## config.mk

```make
export PLATFORM = sky130hd
export DESIGN_NAME = fcie_flash_cfg
export DESIGN_NICKNAME = d
export VERILOG_FILES = /design/src/include/fcie_pkg.sv /design/src/logic/fcie_erase_seq.sv /design/src/logic/fcie_flash_cfg.sv
export SDC_FILE = /design/constraint.sdc
export NUM_CORES = 1
export LEC_CHECK = 0
export BUFFER_PORTS_ARGS = -buffer_cell sky130_fd_sc_hd__buf_2
export CAP_MARGIN = 10
export CORE_ASPECT_RATIO = 0.5
export CORE_UTILIZATION = 30
export CTS_CLUSTER_SIZE = 40
export DETAILED_ROUTE_END_ITERATION = 7
export PLACE_DENSITY = 0.62
export RECOVER_POWER = 100
export SKIP_CTS_REPAIR_TIMING = 1
export SLEW_MARGIN = 10
export SYNTH_ARGS = -nofsm -noshare
export SYNTH_HDL_FRONTEND = slang
export SYNTH_SLANG_ARGS = --single-unit
```

## constraint.sdc

```tcl
create_clock -name i_mclk -period 1.5 [get_ports i_mclk]
set_input_delay 0.15 -clock i_mclk [delete_from_list [all_inputs] [get_ports i_mclk]]
set_output_delay 0.15 -clock i_mclk [all_outputs]
set_load 0.005 [all_outputs]
```

## src/include/fcie_pkg.sv

```systemverilog
// Constants, types and register map of the flash configuration block
// Overview of operation
// - Completion enable set: interrupt requested while command done flag is set.
// - Collision enable set: interrupt requested while a read clash error is flagged.
// - Erase everything request ignores software writes; set only by outside trigger.
// - Request sets only when outside trigger arrives while command done flag is 1.
// - Device clears erase everything request itself when the operation finishes.
// - Erase-all runs erase, verify, program security byte, then unsecure field.
// - Writing 1 to sector erase suspend suspends a running sector erase.
// - Reserved configuration bits 3 to 0 read zero and ignore writes.
// - Command done flag reads 0 while a command runs, 1 once completed.
// - Read clash error flagged when a busy resource is read while done flag is 0.
package fcie_pkg;

  // Register indices; byte address is four times the index
  localparam logic [5:0] FCIE_IDX_STATUS = 6'h00;
  localparam logic [5:0] FCIE_IDX_CONFIG = 6'h01;

  // Configuration register fields
  localparam int FCIE_CFG_DONE_IE = 7;
  localparam int FCIE_CFG_CLASH_IE = 6;
  localparam int FCIE_CFG_ERASE_REQ = 5;
  localparam int FCIE_CFG_SUSPEND = 4;
  localparam logic [7:0] FCIE_CFG_RESET = 8'h00;

  // Status register fields
  localparam int FCIE_ST_DONE = 7;
  localparam int FCIE_ST_CLASH = 6;
  localparam int FCIE_ST_SEC_LSB = 0;

  // Security field encodings
  localparam logic [1:0] FCIE_SEC_UNSECURE = 2'h2;
  localparam logic [1:0] FCIE_SEC_RESET = 2'h3;

  // Steps the erase-all sequencer asks the array controller to run
  typedef enum logic [1:0] {
    FCIE_STEP_ERASE = 2'h0,
    FCIE_STEP_VERIFY = 2'h1,
    FCIE_STEP_PROGRAM = 2'h2
  } fcie_step_e;

  typedef struct packed {
    logic valid;
    fcie_step_e step;
  } fcie_step_req_s;

  typedef struct packed {
    logic done;
    logic fail;
  } fcie_step_rsp_s;

endpackage : fcie_pkg

```

## src/logic/fcie_erase_seq.sv

```systemverilog
// Erase-all sequencer: erase, verify, program security byte, unsecure
`timescale 1ns/10ps
`default_nettype none
module fcie_erase_seq
  import fcie_pkg::*;
(
  // Clock and reset
  input wire logic i_mclk,
  input wire logic i_nrst,
  // Control
  input wire logic i_start,
  output logic o_busy,
  output logic o_finish,
  output logic o_unsecure,
  // Array controller steps
  output fcie_step_req_s o_step_req,
  input wire fcie_step_rsp_s i_step_rsp
);

  typedef enum logic [4:0] {
    S_IDLE = 5'h01,
    S_ERASE = 5'h02,
    S_VERIFY = 5'h04,
    S_PROGRAM = 5'h08,
    S_UNSEC = 5'h10
  } fcie_seq_e;

  fcie_seq_e state_q;
  fcie_seq_e state_d;

  always_comb begin
    state_d = state_q;
    unique case (state_q)
      S_IDLE: begin
        if (i_start) begin
          state_d = S_ERASE;
        end
      end
      S_ERASE: begin
        // A failed step abandons the sequence; security stays as it was
        if (i_step_rsp.done) begin
          state_d = i_step_rsp.fail ? S_IDLE : S_VERIFY;
        end
      end
      S_VERIFY: begin
        if (i_step_rsp.done) begin
          state_d = i_step_rsp.fail ? S_IDLE : S_PROGRAM;
        end
      end
      S_PROGRAM: begin
        if (i_step_rsp.done) begin
          state_d = i_step_rsp.fail ? S_IDLE : S_UNSEC;
        end
      end
      S_UNSEC: begin
        state_d = S_IDLE;
      end
      default: begin
        state_d = S_IDLE;
      end
    endcase
  end

  always_ff @(posedge i_mclk) begin
    if (!i_nrst) begin
      state_q <= S_IDLE;
    end else begin
      state_q <= state_d;
    end
  end

  always_comb begin
    o_step_req.valid = (state_q == S_ERASE) || (state_q == S_VERIFY) ||
                       (state_q == S_PROGRAM);
    o_step_req.step = FCIE_STEP_ERASE;
    if (state_q == S_VERIFY) begin
      o_step_req.step = FCIE_STEP_VERIFY;
    end else if (state_q == S_PROGRAM) begin
      o_step_req.step = FCIE_STEP_PROGRAM;
    end
  end

  assign o_busy = (state_q != S_IDLE);
  assign o_unsecure = (state_q == S_UNSEC);
  assign o_finish = o_busy && (state_d == S_IDLE);

endmodule : fcie_erase_seq
`default_nettype wire

```

## src/logic/fcie_flash_cfg.sv

```systemverilog
// Flash configuration register, status flags, interrupt and erase-all
//
// The implementer's own choice: the Avalon-MM register port.
`timescale 1ns/10ps
`default_nettype none
module fcie_flash_cfg
  import fcie_pkg::*;
#(
  parameter int ADDR_W = 8
) (
  // Clock and reset
  input wire logic i_mclk,
  input wire logic i_nrst,
  // Avalon-MM slave
  input wire logic [ADDR_W-1:0] i_address,
  input wire logic i_read,
  input wire logic i_write,
  input wire logic [3:0] i_byteenable,
  input wire logic [31:0] i_writedata,
  output logic [31:0] o_readdata,
  output logic o_waitrequest,
  // Controller status
  input wire logic i_cmd_busy,
  input wire logic i_busy_resource_read,
  input wire logic i_sector_erase_active,
  input wire logic i_erase_all_trigger,
  input wire logic [1:0] i_security_load,
  // Controller control
  output logic o_sector_erase_suspend,
  output logic o_erase_all_busy,
  output logic [1:0] o_security_state_field,
  output fcie_step_req_s o_step_req,
  input wire fcie_step_rsp_s i_step_rsp,
  // Interrupt
  output logic o_irq
);

  // Byte-lane bits below the register index
  localparam int LANE_W = 2;

  // The index needs at least one bit above the byte-lane bits
  if (ADDR_W < LANE_W + 1) begin : g_addr_narrow
    $error("ADDR_W leaves no register index");
  end
  if (ADDR_W > 32) begin : g_addr_wide
    $error("ADDR_W is wider than the bus");
  end

  // The full index is compared, so no register aliases higher up
  function automatic logic hit(input logic [ADDR_W-1:0] a,
                               input logic [5:0] idx);
    hit = (a[ADDR_W-1:LANE_W] == (ADDR_W-LANE_W)'(idx));
  endfunction : hit

  logic ack_q;
  logic [31:0] readdata_q;
  logic done_ie_q;
  logic clash_ie_q;
  logic erase_req_q;
  logic suspend_q;
  logic clash_flag_q;
  logic [1:0] sec_q;
  logic sec_loaded_q;
  logic command_done_flag;
  logic seq_busy;
  logic seq_finish;
  logic seq_unsecure;
  logic seq_start;
  logic wr_cfg;
  logic wr_st;
  logic [7:0] cfg_view;
  logic [7:0] st_view;
  logic bus_req;
  logic bus_first;
  logic bus_accept;
  logic clash_clear;
  logic irq_done;
  logic irq_clash;

  // One wait state on every access keeps read data registered
  assign bus_req = i_read || i_write;
  assign bus_first = bus_req && !ack_q;
  assign bus_accept = bus_req && ack_q;
  assign o_waitrequest = bus_first;
  assign o_readdata = readdata_q;

  always_ff @(posedge i_mclk) begin
    if (!i_nrst) begin
      ack_q <= 1'b0;
    end else begin
      ack_q <= bus_first;
    end
  end

  // Writes land on the edge where waitrequest is low
  assign wr_cfg = i_write && bus_accept && i_byteenable[0] &&
                  hit(i_address, FCIE_IDX_CONFIG);
  assign wr_st = i_write && bus_accept && i_byteenable[0] &&
                 hit(i_address, FCIE_IDX_STATUS);
  // Writing 0 to the clash bit leaves it alone
  assign clash_clear = wr_st && i_writedata[FCIE_ST_CLASH];

  // The erase-all job is itself a command, so it also holds the flag low
  assign command_done_flag = !i_cmd_busy && !seq_busy;

  // Bit 5 only shows the request; software has no path to set it
  assign cfg_view = {done_ie_q, clash_ie_q, erase_req_q, suspend_q,
                     4'h0};
  always_comb begin
    st_view = 8'h00;
    st_view[FCIE_ST_DONE] = command_done_flag;
    st_view[FCIE_ST_CLASH] = clash_flag_q;
    st_view[FCIE_ST_SEC_LSB +: 2] = sec_q;
  end

  always_ff @(posedge i_mclk) begin
    if (!i_nrst) begin
      readdata_q <= 32'h0000_0000;
    end else if (i_read && bus_first) begin
      if (hit(i_address, FCIE_IDX_CONFIG)) begin
        readdata_q <= {24'h00_0000, cfg_view};
      end else if (hit(i_address, FCIE_IDX_STATUS)) begin
        readdata_q <= {24'h00_0000, st_view};
      end else begin
        readdata_q <= 32'h0000_0000;
      end
    end
  end

  // Interrupt enables, plain read/write bits
  always_ff @(posedge i_mclk) begin
    if (!i_nrst) begin
      done_ie_q <= FCIE_CFG_RESET[FCIE_CFG_DONE_IE];
    end else if (wr_cfg) begin
      done_ie_q <= i_writedata[FCIE_CFG_DONE_IE];
    end
  end

  always_ff @(posedge i_mclk) begin
    if (!i_nrst) begin
      clash_ie_q <= FCIE_CFG_RESET[FCIE_CFG_CLASH_IE];
    end else if (wr_cfg) begin
      clash_ie_q <= i_writedata[FCIE_CFG_CLASH_IE];
    end
  end

  // Erase everything request: no software write path reaches it
  // A failed step also ends the job, so the bit never sticks at 1
  assign seq_start = i_erase_all_trigger && command_done_flag &&
                     !erase_req_q;
  always_ff @(posedge i_mclk) begin
    if (!i_nrst) begin
      erase_req_q <= FCIE_CFG_RESET[FCIE_CFG_ERASE_REQ];
    end else if (seq_start) begin
      erase_req_q <= 1'b1;
    end else if (seq_finish) begin
      erase_req_q <= 1'b0;
    end
  end

  // Suspend is dropped by hardware once no sector erase is running;
  // a write of 1 in that same cycle still wins
  always_ff @(posedge i_mclk) begin
    if (!i_nrst) begin
      suspend_q <= FCIE_CFG_RESET[FCIE_CFG_SUSPEND];
    end else if (wr_cfg) begin
      suspend_q <= i_writedata[FCIE_CFG_SUSPEND];
    end else if (!i_sector_erase_active) begin
      suspend_q <= 1'b0;
    end
  end
  assign o_sector_erase_suspend = suspend_q && i_sector_erase_active;

  // Read clash flag: sticky, write 1 to clear, a new clash beats the clear
  always_ff @(posedge i_mclk) begin
    if (!i_nrst) begin
      clash_flag_q <= 1'b0;
    end else if (i_busy_resource_read && !command_done_flag) begin
      clash_flag_q <= 1'b1;
    end else if (clash_clear) begin
      clash_flag_q <= 1'b0;
    end
  end

  // Security field: stored byte is caught just after reset release
  // Caught once only, so later noise on the load bus cannot resecure
  always_ff @(posedge i_mclk) begin
    if (!i_nrst) begin
      sec_loaded_q <= 1'b0;
    end else begin
      sec_loaded_q <= 1'b1;
    end
  end

  always_ff @(posedge i_mclk) begin
    if (!i_nrst) begin
      sec_q <= FCIE_SEC_RESET;
    end else if (seq_unsecure) begin
      sec_q <= FCIE_SEC_UNSECURE;
    end else if (!sec_loaded_q) begin
      sec_q <= i_security_load;
    end
  end
  assign o_security_state_field = sec_q;

  fcie_erase_seq u_seq (
    .i_mclk(i_mclk),
    .i_nrst(i_nrst),
    .i_start(seq_start),
    .o_busy(seq_busy),
    .o_finish(seq_finish),
    .o_unsecure(seq_unsecure),
    .o_step_req(o_step_req),
    .i_step_rsp(i_step_rsp)
  );
  assign o_erase_all_busy = seq_busy;

  // Level request, held while either enabled condition stays true;
  // no edge is kept, so it falls as soon as both conditions fall
  assign irq_done = done_ie_q && command_done_flag;
  assign irq_clash = clash_ie_q && clash_flag_q;
  assign o_irq = irq_done || irq_clash;

endmodule : fcie_flash_cfg
`default_nettype wire

```

==> results of run 1 <==
==> power groups by stage <==
stage	clock, mW	sequential (mW)	combinational [mW]
after global routing	0.443	0.559	0.161
after CTS	0.419	0.558	0.130
after detailed placement	0	0.570	0.130
after floorplan	0	0.567	0.127
after global placement	0	0.570	0.128
final	0.401	0.556	0.139
==> routing by layer <==
layer	up-vias	part of all wire, %	global-route usage, %
met5	-	0	0
met4	0	1.3	4.44
met2	38	47	20.5
met1	441	47	13.6
met3	4	5.1	3.44
li1	500	-	-
==> through the flow <==
stage	cell area [sq um]	TNS (ps)	setup WS [ps]	hold slack (ps)
final	1400	-5.82	-5.82	121
after global routing	1400	-79.2	-60.4	154
after CTS	1340	-202	-202	117
after detailed placement	1280	0	66.2	382
after global placement	1280	0	112	376
after floorplan	1240	0	244	178
==> critical path, delay by kind of cell, from the launching register on <==
kind | cells | cell delay [ps]
DFF | 1 | 350
AOI/OAI and AO/OA | 1 | 320
and+or+nand+nor | 1 | 270
buffers and inverters | 1 | 160
==> worst paths after layout <==
check                                       from                to  slack, ps  cells after the start
worst min register to register     o_readdata[1]     o_readdata[1]        450                      2
worst min-delay path              i_writedata[7]         done_ie_q        120                      3
worst max-delay path            u_seq.state_q[2]     o_step_req[2]         -6                      3
worst max register to register  u_seq.state_q[3]  u_seq.state_q[0]        170                      5
==> cells in the final DEF, fill, tap and decap left out, types with 3 or more instances in the layout <==
cell type	Yosys	layout
nand3_1	10	10
nand2b_1	5	3
nor4_1	4	3
clkbuf_1	2	5
a21boi_1	4	4
conb_1	1	26
nand2_1	12	12
dfxtp_1	20	16
clkbuf_8	0	4
nor2b_1	3	3
nor2_1	7	7
o21ai_1	4	4
buf_2	2	30
buf_4	26	4
==> layout make-up <==
| class | instances | area (sq um) | share of cell area (%) |
|---|---|---|---|
| clock buffer | 4 | 55.1 | 3.93 |
| inverter | 2 | 7.51 | 0.536 |
| multi-input combinational | 108 | 662 | 47.2 |
| sequential | 20 | 410 | 29.3 |
| tap | 51 | 63.8 | 4.55 |
| timing repair buffer | 40 | 203 | 14.5 |
==> kinds of logic after synthesis <==
group	count (synthesis)	synth area share (%)
AND/OR/NAND/NOR	59	30.3
buffers and inverters	32	19.3
AO/OA/AOI/OAI	20	12.4
flip-flops	20	35.0
multiplexers	3	2.74
other	1	0.328
==> flow_summary_export.csv, run 1 <==
group,metric,value,unit
synth,synth_edf_count,0,
sta,finalCritPeriodShare,100,%
synth,yosysMostFrequentCell,"buf_4",
cts,clockRootBuffer,"clkbuf_8",
setup_path,cp-start-kind,"flip-flop",
sta,rsz0062_at_grt,"true",
grt,overflow,0,
grt,antenna_found_initial,0,
die,initial_core_util,32.4,%
placed_design,placed_cells,219,
setup_path,endpoint_kind,"output port",
sta,tightest_slew,958,ps
synth,ys_ff_latch,20,
die,die_width,89.3,um
grt,grt_pass1_wl,3550,um
die,die_h,45.7,um
synth,yosys-top-cells-area,"dfxtp_1 (35%), buf_4 (17%), nand3_1 (4.4%), nand2_1 (3.9%), nand2b_1 (2.7%)",
placed_design,io_buffers,36,
routing,route.vias.total,983,
sta,slew_violations,0,
run_status,violations,"setup timing",
synth,yosys_warnings,0,
power_and_ir_drop,power_frac_seq,50.7,%
grt,grt_usage,11.6,%
sta,slew_headroom,36.1,%
power_and_ir_drop,comb_power_share,12.7,%
routing,drtPass1Iterations,3,
setup_path,crit_fanout,5,
synth,synth.avg_cell_area,8.47,sq um
cells_and_area,areaGrowthSynthToFinish,22.5,%
synth,synth_common_cells,"buf_4 (26), dfxtp_1 (20), nand2_1 (12)",
routing,wl_per_cell,10.3,um
worst_hold_path,holdCritPathClass,"in -> reg",
setup_path,critPathMaxStageDelay,350,ps
power_and_ir_drop,pwr-share-clk,36.6,%
routing,drt_iter0_markers,33,
grt,grt_pass1_vias,858,
synth,ys_types,40,
cts,clk_pin_slew,70,ps
die,pin_count,97,
sta,fin_skew,2.42,ps
synth,synth.largest_area_cell,"dfxtp_1",
synth,seq_area_frac_synth,35.0,%
synth,async_reset_ff_share,0,%
power_and_ir_drop,ir_drop,305,uV
synth,synth_cells,135,
sta,fin_crit,1510,ps
power_and_ir_drop,swShare,23.6,%
power_and_ir_drop,p_leak,0.624,nW
synth,ys.flop_type,"dfxtp_1",
routing,totalWireLength,2320,um
die,num_rows,15,
cells_and_area,largest_reg_flops,6,
die,core,3530,sq um
cells_and_area,layout.nets,231,
setup_path,critical_path.cell_chain,"or2_4 -> a2111oi_4 -> buf_2",
placed_design,gp_congestion,0.756,
cells_and_area,final_cells,225,
cts,cts.sinks,20,
cells_and_area,fillCellCount,371,
sta,setup_slack,-5.82,ps
flow_run,maxCapViolCount,0,
placed_design,post-dp-hpwl,1780,um
setup_path,criticalPathCategory,"reg -> out",
cts,cts_buffers,3,
setup_path,cp_data_required_time,1350,ps
power_and_ir_drop,total_power,1.10,mW
synth,synth_area,1140,sq um
grt,grt_start_max_net_pins,26,
sta,hold_viol,0,
cts,cts_tree,"built",
setup_path,slowest_stage,"dfxtp_2",
die,die_area,4080,sq um
routing,avgViaCountPerCell,4.37,
power_and_ir_drop,power_density,783,nW/um^2
sta,max_freq,664,MHz
cells_and_area,fin_util,39.7,%
cells_and_area,n_antenna_cell,0,
power_and_ir_drop,p_switching,259,uW
power_and_ir_drop,p_int,838,uW
cts,clock_latency,250,ps
cts,htree_levels,1,
routing,drc,0,
cells_and_area,drive_gt1_share,31.6,%
setup_path,critPathArrivalTime,1360,ps
sta,setup_viol,1,
cts,clk_path_buf_depth,2,
run_status,status,"complete, but fails checks",
routing,ant_nets,0,
synth,synth_top_area_share,35.0,%
Note: power is estimated with default switching activity, not from simulation.
==> run 2: changes to the inputs <==
--- a/config.mk
+++ b/config.mk
@@ -9,6 +9,7 @@
 export CAP_MARGIN = 10
 export CORE_ASPECT_RATIO = 0.5
 export CORE_UTILIZATION = 30
+export CTS_BUF_LIST = sky130_fd_sc_hd__clkbuf_4
 export CTS_CLUSTER_SIZE = 40
 export DETAILED_ROUTE_END_ITERATION = 7
 export PLACE_DENSITY = 0.62
==> run 2 against run 1 <==
Net effect:
- wire length shrank 2.1%
- final area shrank 3.1%
- critical path type unchanged
- fmax shrank 3.5%
- via count shrank 0.81%
- first-iteration DRC count shrank 24%
- sequential power is essentially flat
- critical endpoint unchanged
- clock power shrank 35%
- total power shrank 13%
- critical path depth is the same
- combinational power is essentially flat
- setup slack lost 54 ps
- the run still ends with setup timing left
- global-route usage is essentially flat
==> flow_summary_export.csv, run 2 (synthesized netlist as in run 1, its figures left out) <==
group,metric,value,unit
cells_and_area,areaGrowthSynthToFinish,18.7,%
sta,tightest_slew,949,ps
cts,clk_path_buf_depth,2,
cells_and_area,fillCellCount,381,
grt,antenna_found_initial,0,
cells_and_area,final_cell_mix,"buf_2 (35), conb_1 (26), dfxtp_1 (15)",
grt,grt_pass1_vias,863,
cells_and_area,largest_reg_flops,6,
power_and_ir_drop,total_power,957,uW
routing,wl_per_cell,10.1,um
placed_design,post-dp-hpwl,1780,um
cts,cts.sinks,20,
power_and_ir_drop,swShare,26.4,%
power_and_ir_drop,pwr-share-clk,27.0,%
power_and_ir_drop,comb_power_share,14.6,%
grt,grt_start_max_net_pins,26,
worst_hold_path,min_to,"o_security_state_field[1]",
cells_and_area,fin_util,38.5,%
setup_path,timing.rr.start,"u_seq.state_q[4]",
die,initial_core_util,32.4,%
routing,route.vias.total,975,
cts,htree_levels,1,
worst_hold_path,holdCritPathClass,"in -> reg",
die,pin_count,97,
routing,drt_iter0_markers,25,
setup_path,cp-start-kind,"flip-flop",
placed_design,io_buffers,36,
cells_and_area,final_cells,225,
setup_path,criticalPathCategory,"reg -> out",
cells_and_area,multiInputGateArea,642,sq um
die,die_area,4080,sq um
sta,slew_headroom,36.7,%
setup_path,critPathMaxStageDelay,360,ps
power_and_ir_drop,p_switching,252,uW
cells_and_area,layout_commonest_cell,"buf_2",
setup_path,reg2reg_depth,5,
setup_path,worst-path-buf-inv,1,
sta,hold_viol,0,
cells_and_area,regArea,409,sq um
sta,rsz0062_at_grt,"true",
placed_design,post_dp_cell_area,1280,sq um
grt,overflow,0,
cts,clock_latency,300,ps
sta,fin_skew,1.73,ps
run_status,violations,"setup timing",
setup_path,cp_data_required_time,1350,ps
sta,slew_violations,0,
power_and_ir_drop,power_frac_seq,58.3,%
routing,drtPass1Iterations,2,
worst_hold_path,holdPathStages,3,
cells_and_area,drive_gt1_share,32.8,%
cells_and_area,design_area,1360,sq um
setup_path,rrSetupSlack,200,ps
flow_run,maxCapViolCount,0,
power_and_ir_drop,p_int,704,uW
placed_design,dp_slack,66.2,ps
grt,grt_pass1_wl,3560,um
sta,fin_crit,1560,ps
setup_path,critPathArrivalTime,1410,ps
sta,setup_viol,2,
placed_design,gp_congestion,0.756,
power_and_ir_drop,power_density,705,nW/um^2
setup_path,slowest_stage,"dfxtp_2",
setup_path,r2r_end,"u_seq.state_q[1]",
sta,hold_ws,74.6,ps
die,die_width,89.3,um
sta,setup_tns,-68.3,ps
cts,cts_buffers,3,
worst_hold_path,holdCritStartpoint,"i_security_load[1]",
setup_path,cp_top_family,"flip-flops",
setup_path,endpoint_kind,"output port",
sta,setup_slack,-60.3,ps
power_and_ir_drop,p_leak,0.628,nW
routing,drc,0,
cts,clockRootBuffer,"clkbuf_4",
power_and_ir_drop,ir_drop,207,uV
routing,totalWireLength,2270,um
routing,ant_nets,0,
setup_path,critical_path.cell_chain,"or2_4 -> a2111oi_4 -> buf_2",
grt,grt_usage,11.6,%
die,core,3530,sq um
cts,cts_tree,"built",
cells_and_area,n_antenna_cell,0,
die,num_rows,15,
sta,max_freq,641,MHz
die,die_h,45.7,um
run_status,status,"complete, but fails checks",
sta,finalCritPeriodShare,104,%
setup_path,crit_fanout,5,
cts,clk_pin_slew,110,ps
routing,avgViaCountPerCell,4.33,
placed_design,placed_cells,219,
cells_and_area,layout.nets,231,
## run 2: changes by cell type in the layout (fill, tap and decap cells not counted), sizes merged
| cell | before | now |
|---|---|---|
| clkbuf | 9 | 4 |
| clkinv | 0 | 1 |
| buf | 35 | 39 |
## run 2: final cells by class
type / instances / share of cell area, %
inverter: 2 / 0.553
timing repair buffer: 40 / 15.4
clock inverter: 1 / 0.276
sequential: 20 / 30.1
clock buffer: 3 / 1.66
multi-input combinational: 108 / 47.3
tap: 51 / 4.70
## run 2: worst reg2reg max path: cells and delay by family, from the launching register on
family,cells,cell delay [ps]
AND/OR/NAND/NOR,3,480
buffers and inverters,1,140
AO/OA/AOI/OAI,1,180
flip-flops,1,410
## run 2: layer usage
layer	part of all wire [%]	vias to the layer above	wire, um	global-route usage [%]
met3	5.2	4	119	3.44
met1	47	437	1080	13.7
met2	46	38	1040	20.5
met4	1.3	0	29	4.44
met5	0	-	0	0
li1	-	496	-	-
## run 2: power by group through the flow
stage | registers [mW] | clock network [mW] | logic, mW
2_1_floorplan | 0.567 | 0 | 0.127
3_3_place_gp | 0.570 | 0 | 0.128
3_5_place_dp | 0.570 | 0 | 0.130
4_1_cts | 0.559 | 0.272 | 0.130
5_1_grt | 0.561 | 0.292 | 0.161
6_report | 0.558 | 0.259 | 0.140
## run 2: worst max-delay path by stage
stage | from | endpoint | slack (ps) | cells past startpoint
final | u_seq.state_q[3] | o_step_req[2] | -60 | 3
after global routing | u_seq.state_q[3] | o_step_req[2] | -120 | 3
after CTS | u_seq.state_q[2] | o_step_req[2] | -260 | 4
after detailed placement | i_address[7] | suspend_q | 70 | 5
after global placement | i_address[7] | suspend_q | 110 | 5
after floorplan | u_seq.state_q[1] | o_step_req[2] | 240 | 3
